--- config.mk ---
export PLATFORM = sky130hd
export DESIGN_NAME = bcq_qualifier
export DESIGN_NICKNAME = d
export VERILOG_FILES = /design/src/shared/bcq_pkg.sv /design/src/hdl/bcq_field_match.sv /design/src/hdl/bcq_qualifier.sv
export SDC_FILE = /design/constraint.sdc
export NUM_CORES = 1
export LEC_CHECK = 0
export BUFFER_PORTS_ARGS = -buffer_cell sky130_fd_sc_hd__buf_2
export CAP_MARGIN = 20
export CELL_PAD_IN_SITES_DETAIL_PLACEMENT = 1
export CELL_PAD_IN_SITES_GLOBAL_PLACEMENT = 2
export CORE_MARGIN = 4
export CORE_UTILIZATION = 30
export CTS_CLUSTER_SIZE = 30
export DETAILED_ROUTE_END_ITERATION = 7
export PLACE_DENSITY = 0.69
export SYNTH_ARGS = -nofsm -noshare
export SYNTH_HDL_FRONTEND = slang
export SYNTH_SLANG_ARGS = --single-unit
export TNS_END_PERCENT = 50
--- constraint.sdc ---
create_clock -name pclk -period 4.7 [get_ports pclk]
set_clock_uncertainty 0.15 [all_clocks]
set_input_delay 0.94 -clock pclk [delete_from_list [all_inputs] [get_ports pclk]]
set_output_delay 0.94 -clock pclk [all_outputs]
set_load 0.03 [all_outputs]
--- src/shared/bcq_pkg.sv ---
// constants and types shared by the bus cache event qualifier
package bcq_pkg;

  // register byte offsets
  localparam logic [7:0] OFS_SEL = 8'h00;
  localparam logic [7:0] OFS_CFG = 8'h04;
  localparam logic [7:0] OFS_CNT = 8'h08;

  // event selection register fields
  localparam int SEL_EN_BIT    = 0;
  localparam int SEL_MASK_LSB  = 9;
  localparam int SEL_MASK_MSB  = 24;
  localparam int SEL_CODE_LSB  = 25;
  localparam int SEL_CODE_MSB  = 31;

  // counter configuration register fields
  localparam int CFG_EN_BIT    = 12;
  localparam int CFG_SEL_LSB   = 13;
  localparam int CFG_SEL_MSB   = 15;

  // reset values
  localparam logic [6:0]  CODE_RST  = 7'h00;
  localparam logic [15:0] MASK_RST  = 16'h0000;
  localparam logic [2:0]  CSEL_RST  = 3'h0;
  localparam logic [31:0] CNT_RST   = 32'h0000_0000;
  localparam logic [31:0] RDATA_RST = 32'h0000_0000;

  // event codes and counter group selects
  localparam logic [6:0] EVT_CACHE_REF   = 7'h0C;
  localparam logic [6:0] EVT_QUEUE_ALLOC = 7'h03;
  localparam logic [2:0] CSEL_CACHE_REF  = 3'h7;
  localparam logic [2:0] CSEL_QUEUE      = 3'h6;

  // cache reference mask bits
  localparam int CR_L2_HITS  = 0;
  localparam int CR_L2_HITE  = 1;
  localparam int CR_L2_HITM  = 2;
  localparam int CR_L3_HITS  = 3;
  localparam int CR_L3_HITE  = 4;
  localparam int CR_L3_HITM  = 5;
  localparam int CR_L2_MISS  = 8;
  localparam int CR_L3_MISS  = 9;
  localparam int CR_WB_MISS  = 10;

  // queue allocation mask fields
  localparam int QA_REQ_LSB  = 0;
  localparam int QA_REQ_W    = 5;
  localparam int QA_ALL_RD   = 5;
  localparam int QA_ALL_WR   = 6;
  localparam int QA_MEM_LSB  = 7;
  localparam int QA_MEM_W    = 2;
  localparam int QA_AGT_LSB  = 13;
  localparam int QA_AGT_W    = 2;
  localparam int QA_PREFETCH = 15;

  // line state as reported by a cache lookup
  typedef enum logic [1:0] {
    BCQ_INV = 2'b00,
    BCQ_SHR = 2'b01,
    BCQ_EXC = 2'b10,
    BCQ_MOD = 2'b11
  } bcq_line_t;

  // register access sequencing
  typedef enum logic [1:0] {
    BCQ_IDLE = 2'b00,
    BCQ_RESP = 2'b01
  } bcq_apb_st_t;

endpackage : bcq_pkg

--- src/hdl/bcq_field_match.sv ---
// one mask field compared against the matching transaction attribute
`timescale 1ns/1ps

module bcq_field_match #(
  parameter int W = 2
) (
  input  wire logic [W-1:0] mask,
  input  wire logic [W-1:0] value,
  output logic              hit
);

  logic [W-1:0] sel_v;

  // each set mask bit admits the value that bit stands for
  genvar i;
  generate
    for (i = 0; i < W; i++)
    begin : g_bit
      assign sel_v[i] = mask[i] & value[i];
    end
  endgenerate

  assign hit = |sel_v;

endmodule : bcq_field_match

--- src/hdl/bcq_qualifier.sv ---
// bus cache reference and queue allocation event qualifier with apb registers
//
// Decided for this implementation: register access over APB and the register addresses.
`timescale 1ns/1ps

// Overview of operation
// - mask bit 2 counts reads hitting the l2 in modified state.
// - mask bits 3-5 count reads hitting l3 shared, exclusive, modified.
// - bit 8 counts l2 read misses, bit 9 counts l3 read misses.
// - bit 10 counts writeback lookups missing the l2; rare.
// - loads and ownership requests both count as reads.
// - prefetch and hit status are taken as finally reported.
// - one count per matching allocation into the in-order bus queue.
// - sector or chunk allocations count once each.
// - every retry of a request counts again.
// - bits 0-4 are the request type field; set bits select values.
// - bits 7 and 8 select the target memory type.
// - bits 13 and 14 select the source agent.
// - bit 15 affects reads only, never writes.
// - ((type or bit5 or bit6) or memtype) and agent.
// - software sets mask bits; write type is writebacks and evictions.
module bcq_qualifier #(
  parameter int AW = 8
) (
  input  wire logic          pclk,
  input  wire logic          presetn,
  input  wire logic          clk_en,
  input  wire logic          psel,
  input  wire logic          penable,
  input  wire logic          pwrite,
  input  wire logic [AW-1:0] paddr,
  input  wire logic [31:0]   pwdata,
  input  wire logic [3:0]    pstrb,
  output logic               pready,
  output logic [31:0]        prdata,
  output logic               pslverr,
  input  wire logic          cr_valid,
  input  wire logic          cr_load,
  input  wire logic          cr_rfo,
  input  wire logic          cr_write,
  input  wire logic [1:0]    cr_l2_state,
  input  wire logic          cr_l3_valid,
  input  wire logic [1:0]    cr_l3_state,
  input  wire logic          qa_valid,
  input  wire logic [4:0]    qa_req_type,
  input  wire logic          qa_read,
  input  wire logic          qa_write,
  input  wire logic          qa_prefetch,
  input  wire logic [1:0]    qa_mem_type,
  input  wire logic [1:0]    qa_agent,
  output logic               evt_pulse,
  output logic [31:0]        evt_count
);

  typedef struct packed {
    bcq_pkg::bcq_apb_st_t apb_st;
    logic                 pready;
    logic [31:0]          prdata;
    logic                 pslverr;
    logic [6:0]           evt_code;
    logic [15:0]          evt_mask;
    logic                 sel_en;
    logic [2:0]           cfg_sel;
    logic                 cfg_en;
    logic [31:0]          count;
    logic                 pulse;
  } bcq_state_t;

  bcq_state_t s_q;
  bcq_state_t s_d;

  logic [15:0] cr_ev;
  logic        cr_rd;
  logic        cr_hit;
  logic        req_hit;
  logic        mem_hit;
  logic        agt_hit;
  logic        pref_ok;
  logic        qa_hit;
  logic        cr_armed;
  logic        qa_armed;
  logic        fire;
  logic        l2_miss;
  logic        l3_miss;
  logic [7:0]  addr8;
  logic        map_hit;
  logic [31:0] sel_word;
  logic [31:0] cfg_word;
  logic [31:0] rd_word;

  bcq_field_match #(
    .W (bcq_pkg::QA_REQ_W)
  ) u_req (
    .mask  (s_q.evt_mask[bcq_pkg::QA_REQ_LSB +: bcq_pkg::QA_REQ_W]),
    .value (qa_req_type),
    .hit   (req_hit)
  );

  bcq_field_match #(
    .W (bcq_pkg::QA_MEM_W)
  ) u_mem (
    .mask  (s_q.evt_mask[bcq_pkg::QA_MEM_LSB +: bcq_pkg::QA_MEM_W]),
    .value (qa_mem_type),
    .hit   (mem_hit)
  );

  bcq_field_match #(
    .W (bcq_pkg::QA_AGT_W)
  ) u_agt (
    .mask  (s_q.evt_mask[bcq_pkg::QA_AGT_LSB +: bcq_pkg::QA_AGT_W]),
    .value (qa_agent),
    .hit   (agt_hit)
  );

  // register views
  always_comb
  begin
    sel_word = 32'h0000_0000;
    sel_word[bcq_pkg::SEL_CODE_MSB:bcq_pkg::SEL_CODE_LSB] = s_q.evt_code;
    sel_word[bcq_pkg::SEL_MASK_MSB:bcq_pkg::SEL_MASK_LSB] = s_q.evt_mask;
    sel_word[bcq_pkg::SEL_EN_BIT] = s_q.sel_en;
    cfg_word = 32'h0000_0000;
    cfg_word[bcq_pkg::CFG_SEL_MSB:bcq_pkg::CFG_SEL_LSB] = s_q.cfg_sel;
    cfg_word[bcq_pkg::CFG_EN_BIT] = s_q.cfg_en;
  end

  // address decode, upper address bits must be zero
  always_comb
  begin
    addr8   = paddr[7:0];
    map_hit = 1'b0;
    rd_word = 32'h0000_0000;
    if ((paddr >> 8) == '0)
    begin
      case (addr8)
        bcq_pkg::OFS_SEL:
        begin
          map_hit = 1'b1;
          rd_word = sel_word;
        end
        bcq_pkg::OFS_CFG:
        begin
          map_hit = 1'b1;
          rd_word = cfg_word;
        end
        bcq_pkg::OFS_CNT:
        begin
          map_hit = 1'b1;
          rd_word = s_q.count;
        end
        default:
        begin
          map_hit = 1'b0;
          rd_word = 32'h0000_0000;
        end
      endcase
    end
  end

  // cache reference qualification
  always_comb
  begin
    cr_rd   = cr_load | cr_rfo;
    l2_miss = (cr_l2_state == bcq_pkg::BCQ_INV);
    l3_miss = cr_l3_valid && (cr_l3_state == bcq_pkg::BCQ_INV);
    cr_ev   = 16'h0000;
    cr_ev[bcq_pkg::CR_L2_HITS] = cr_rd && (cr_l2_state == bcq_pkg::BCQ_SHR);
    cr_ev[bcq_pkg::CR_L2_HITE] = cr_rd && (cr_l2_state == bcq_pkg::BCQ_EXC);
    cr_ev[bcq_pkg::CR_L2_HITM] = cr_rd && (cr_l2_state == bcq_pkg::BCQ_MOD);
    cr_ev[bcq_pkg::CR_L3_HITS] = cr_rd && cr_l3_valid
                                 && (cr_l3_state == bcq_pkg::BCQ_SHR);
    cr_ev[bcq_pkg::CR_L3_HITE] = cr_rd && cr_l3_valid
                                 && (cr_l3_state == bcq_pkg::BCQ_EXC);
    cr_ev[bcq_pkg::CR_L3_HITM] = cr_rd && cr_l3_valid
                                 && (cr_l3_state == bcq_pkg::BCQ_MOD);
    cr_ev[bcq_pkg::CR_L2_MISS] = cr_rd && l2_miss;
    cr_ev[bcq_pkg::CR_L3_MISS] = cr_rd && l3_miss;
    // write type is writeback or eviction
    cr_ev[bcq_pkg::CR_WB_MISS] = cr_write && l2_miss;
    // final hit state
    // states are sampled as reported in the lookup cycle, so a late
    // reclassification is seen as its final value, never twice
    cr_hit = cr_valid && |(cr_ev & s_q.evt_mask);
  end

  // queue allocation qualification
  always_comb
  begin
    pref_ok = !(qa_read && qa_prefetch) || s_q.evt_mask[bcq_pkg::QA_PREFETCH];
    qa_hit  = ((req_hit
                || (s_q.evt_mask[bcq_pkg::QA_ALL_RD] && qa_read)
                || (s_q.evt_mask[bcq_pkg::QA_ALL_WR] && qa_write))
               || mem_hit) && agt_hit;
    qa_hit  = qa_valid && pref_ok && qa_hit;
  end

  always_comb
  begin
    cr_armed = (s_q.evt_code == bcq_pkg::EVT_CACHE_REF)
               && (s_q.cfg_sel == bcq_pkg::CSEL_CACHE_REF);
    qa_armed = (s_q.evt_code == bcq_pkg::EVT_QUEUE_ALLOC)
               && (s_q.cfg_sel == bcq_pkg::CSEL_QUEUE);
    // codes are exclusive, so two sources never stack into one cycle
    fire     = s_q.sel_en && s_q.cfg_en
               && ((cr_armed && cr_hit) || (qa_armed && qa_hit));
  end

  // next state
  always_comb
  begin
    s_d       = s_q;
    s_d.pulse = fire;
    if (fire)
    begin
      s_d.count = s_q.count + 32'h0000_0001;
    end
    case (s_q.apb_st)
      bcq_pkg::BCQ_IDLE:
      begin
        s_d.pready  = 1'b0;
        s_d.pslverr = 1'b0;
        if (psel && penable)
        begin
          // one wait state keeps pready and prdata straight from flops
          s_d.apb_st  = bcq_pkg::BCQ_RESP;
          s_d.pready  = 1'b1;
          s_d.pslverr = !map_hit;
          s_d.prdata  = pwrite ? 32'h0000_0000 : rd_word;
        end
      end
      bcq_pkg::BCQ_RESP:
      begin
        s_d.apb_st  = bcq_pkg::BCQ_IDLE;
        s_d.pready  = 1'b0;
        s_d.pslverr = 1'b0;
        if (psel && penable && pwrite && map_hit)
        begin
          case (addr8)
            bcq_pkg::OFS_SEL:
            begin
              if (pstrb[3])
              begin
                s_d.evt_code = pwdata[bcq_pkg::SEL_CODE_MSB:bcq_pkg::SEL_CODE_LSB];
                s_d.evt_mask[15] = pwdata[bcq_pkg::SEL_MASK_MSB];
              end
              if (pstrb[2])
              begin
                s_d.evt_mask[14:7] = pwdata[23:16];
              end
              if (pstrb[1])
              begin
                s_d.evt_mask[6:0] = pwdata[15:9];
              end
              if (pstrb[0])
              begin
                s_d.sel_en = pwdata[bcq_pkg::SEL_EN_BIT];
              end
            end
            bcq_pkg::OFS_CFG:
            begin
              if (pstrb[1])
              begin
                s_d.cfg_sel = pwdata[bcq_pkg::CFG_SEL_MSB:bcq_pkg::CFG_SEL_LSB];
                s_d.cfg_en  = pwdata[bcq_pkg::CFG_EN_BIT];
              end
            end
            bcq_pkg::OFS_CNT:
            begin
              // a clear with an event in the same cycle leaves the count at 1
              s_d.count = fire ? 32'h0000_0001 : bcq_pkg::CNT_RST;
            end
            default:
            begin
              s_d.count = s_d.count;
            end
          endcase
        end
      end
      default:
      begin
        s_d.apb_st = bcq_pkg::BCQ_IDLE;
        s_d.pready = 1'b0;
      end
    endcase
  end

  always_ff @(posedge pclk or negedge presetn)
  begin
    if (!presetn)
    begin
      s_q.apb_st   <= bcq_pkg::BCQ_IDLE;
      s_q.pready   <= 1'b0;
      s_q.prdata   <= bcq_pkg::RDATA_RST;
      s_q.pslverr  <= 1'b0;
      s_q.evt_code <= bcq_pkg::CODE_RST;
      s_q.evt_mask <= bcq_pkg::MASK_RST;
      s_q.sel_en   <= 1'b0;
      s_q.cfg_sel  <= bcq_pkg::CSEL_RST;
      s_q.cfg_en   <= 1'b0;
      s_q.count    <= bcq_pkg::CNT_RST;
      s_q.pulse    <= 1'b0;
    end
    else if (clk_en)
    begin
      s_q <= s_d;
    end
  end

  assign pready    = s_q.pready;
  assign prdata    = s_q.prdata;
  assign pslverr   = s_q.pslverr;
  assign evt_pulse = s_q.pulse;
  assign evt_count = s_q.count;

endmodule : bcq_qualifier

==> results.tsv <==
metric	value	unit
cts.sinks	96	
p_leak	2.990	nW
post_cts_buffers	0	
grt_max_degree	70	
synth_compound_area_share	16.47	%
numCtsBuffers	9	
numPortBuffers	130	
cts.clk_slew.worst_paths	70	ps
worstPathMaxFanout	14	
vias	4285	
fin_crit	3036	ps
cp.buffers_inverters	2	
fin_tns_setup	0	ps
syn_nets	602	
period_share	64.59	%
ctsRootBufferMaster	clkbuf_16	
synth_seq_cells	96	
hold-path-cell-count	2	
irDropWorstVdd	0.2098	mV
mostFrequentLayoutCells	buf_2, dfrtp_1, nand2_1	
synth_xor_area_share	0.1584	%
num_rows	49	
grt_overflow	0	
synth-seq-area-share	43.44	%
grt_pass1_vias	4634	
hold_path.class	reg2reg	
io_pins	139	
ant_nets	0	
synth_area_leaders	dfrtp_1, buf_4, a22o_1, mux2i_1, mux2_2	
min_to	prdata[5]$_DFFE_PN0P_	
synth_top_family_by_area	compound AO/OA/AOI/OAI gates	
worst_setup_path_end_kind	register	
crit_path_start_kind	input pin	
dp_slack	1269	ps
syn_area	0.005530	sq mm
drt_iter0_drc	219	
maxSlewHeadroom	38.62	%
yosys.area_share.adder	0.2262	%
synth_largest_area_cell	dfrtp_1	
clock_latency	350	ps
setup_slack	1664	ps
antenna_found_initial	1	
timing.rr.end	evt_count[1]$_DFFE_PN0P_	
setup_viol	0	
cp_slowest_cell	a211o_1	
reg2reg_depth	6	
fin_nets	662	
cts_hold_buf	0	
die_area	0.02067	sq mm
powerDensity	267.0	mW/mm^2
total_power	1.662	mW
drive_above_1_share	34.85	%
cts_tree	built	
drt-total-wl	17080	um
drc	0	
stdcell_area	0.006223	sq mm
crit_chain	buf_2 > mux2_1 > a222oi_1 > a211o_1 > buf_4 > nand2_4 > a31o_1	
cts_resized	0	
dpl_cell_area	0.005926	sq mm
diodes	0	
final_common_cell	buf_2	
post_drt_wl_per_cell	20.75	um
drv_slew	0	
hold_violations	0	
drt-pass1-iter-count	4	
dieHeight	143.8	um
cts.path.max_buffers	2	
core_area	0.01802	sq mm
dp_hpwl	12460	um
place.gp.congestion	0.7785	
fin_util	34.53	%
viasPerCell	5.207	
r2r-start	s_q[41]$_DFFE_PN0P_	
synth_top_area_share	43.44	%
slowest_delay	660	ps
min_from	prdata[5]$_DFFE_PN0P_	
gr-usage-all-layers	16.84	%
seq_area	0.002402	sq mm
die_w	143.8	um
critPathKind	in2reg	
start_util	30.68	%
synth_edf_count	0	
final.fill_count	2079	
synth_ff_type	dfrtp_1	
max_freq	329.4	MHz
cap_violations	0	
grt_pass1_wl	27060	um
synthCells	529	
multi_input_area	0.002497	sq mm
postSynth.asyncResetShare	100.0	%
worst_pin_slew	920.6	ps
synth-warning-count	0	
synthSimpleGateAreaFrac	15.77	%
arrival	3120	ps
yosysUniqueCellTypes	60	
crit_required	4790	ps
cts_htree_levels	3	
rsz0062_at_grt	false	
cpLargestDelayFamily	compound AO/OA/AOI/OAI gates	
synthMuxAreaShare	12.35	%
status	finished clean	
syn_avg_cell_area	10.45	sq um
syn_to_final_growth	12.53	%
r2r_slack	1950	ps
==> cells in the mapped netlist (3+ instances only) <==
| cell type | n |
|---|---|
| o21ai_0 | 6 |
| nor3_1 | 5 |
| a211oi_2 | 5 |
| dfrtp_1 | 96 |
| a2111oi_2 | 3 |
| nor2b_1 | 3 |
| a211oi_1 | 8 |
| nand3_1 | 17 |
| a21oi_1 | 8 |
| buf_2 | 7 |
| a22oi_1 | 3 |
| nand4_1 | 9 |
| nand2_1 | 69 |
| mux2i_1 | 33 |
| a22o_1 | 45 |
| nand2b_1 | 30 |
| o21ai_1 | 8 |
| and3_1 | 4 |
| clkbuf_1 | 12 |
| and2_1 | 4 |
| inv_1 | 5 |
| a21oi_2 | 6 |
| nor2_1 | 4 |
| a211o_1 | 3 |
| buf_4 | 65 |
| buf_1 | 3 |
| mux2_2 | 29 |
==> worst register-to-register path: cells and delay by family (launching register included) <==
family | cells | cell delay, ps
AOI/OAI and AO/OA | 3 | 1370
DFF | 1 | 430
muxes | 1 | 320
buffers and inverters | 1 | 290
and+or+nand+nor | 1 | 70
==> cells by family (layout without fill, tap and decap cells) <==
| kind of cell | after synthesis | after routing |
|---|---|---|
| buf+inv | 95 | 160 |
| flops | 96 | 96 |
| compound gates | 110 | 110 |
| xor+xnor | 1 | 1 |
| simple gates | 162 | 162 |
| mux | 64 | 64 |
| fa+ha+maj | 1 | 1 |
==> stage by stage <==
step | instances | hold slack, ps
after floorplan | 529 | 306.8
after global placement | 807 | 317.2
after detailed placement | 807 | 324.5
after CTS | 823 | 339.7
after global routing | 823 | 361.9
final | 823 | 338.4
==> layer usage <==
layer	vias to the layer above	GRT usage (%)	part of all wire, %
li1	1972	-	-
met1	2211	22.50	46
met2	93	28.16	48
met3	9	3.195	4.6
met4	0	4.361	0.82
met5	-	0	0
==> flip-flops by register name, indices dropped and copies added (netlist names) <==
register / count
prdata: 32
pready: 1
s_q: 25
cfg_word: 4
evt_count: 32
evt_pulse: 1
pslverr: 1
==> report_power, final <==
group          internal, mW  leakage, nW  switching, mW
clock                 0.429        0.143          0.332
combinational        0.0255         1.51         0.0456
sequential            0.828         1.34        0.00145
total                  1.28         2.99          0.379
==> worst max path at each step <==
stage / start / cells past startpoint / end / slack, ps
finish: cr_l3_state[0] / 7 / evt_count[1]$_DFFE_PN0P_ / 1660
global route: paddr[1] / 6 / s_q[53]$_DFFE_PN0P_ / 1560
CTS: cr_l3_state[0] / 7 / evt_count[1]$_DFFE_PN0P_ / 1640
detailed placement: cr_l3_state[0] / 7 / evt_count[1]$_DFFE_PN0P_ / 1270
global placement: cr_l3_state[0] / 7 / evt_count[1]$_DFFE_PN0P_ / 1310
floorplan: cr_l3_state[0] / 7 / evt_count[1]$_DFFE_PN0P_ / 2080
==> final cells by class <==
cell class / instances / area share (%)
sequential: 96 / 38.60
timing repair buffer: 139 / 11.58
clock inverter: 4 / 0.8243
multi-input combinational: 338 / 40.13
clock buffer: 12 / 3.961
inverter: 5 / 0.3016
tap: 229 / 4.604
Power figures use the tool's default switching activity.
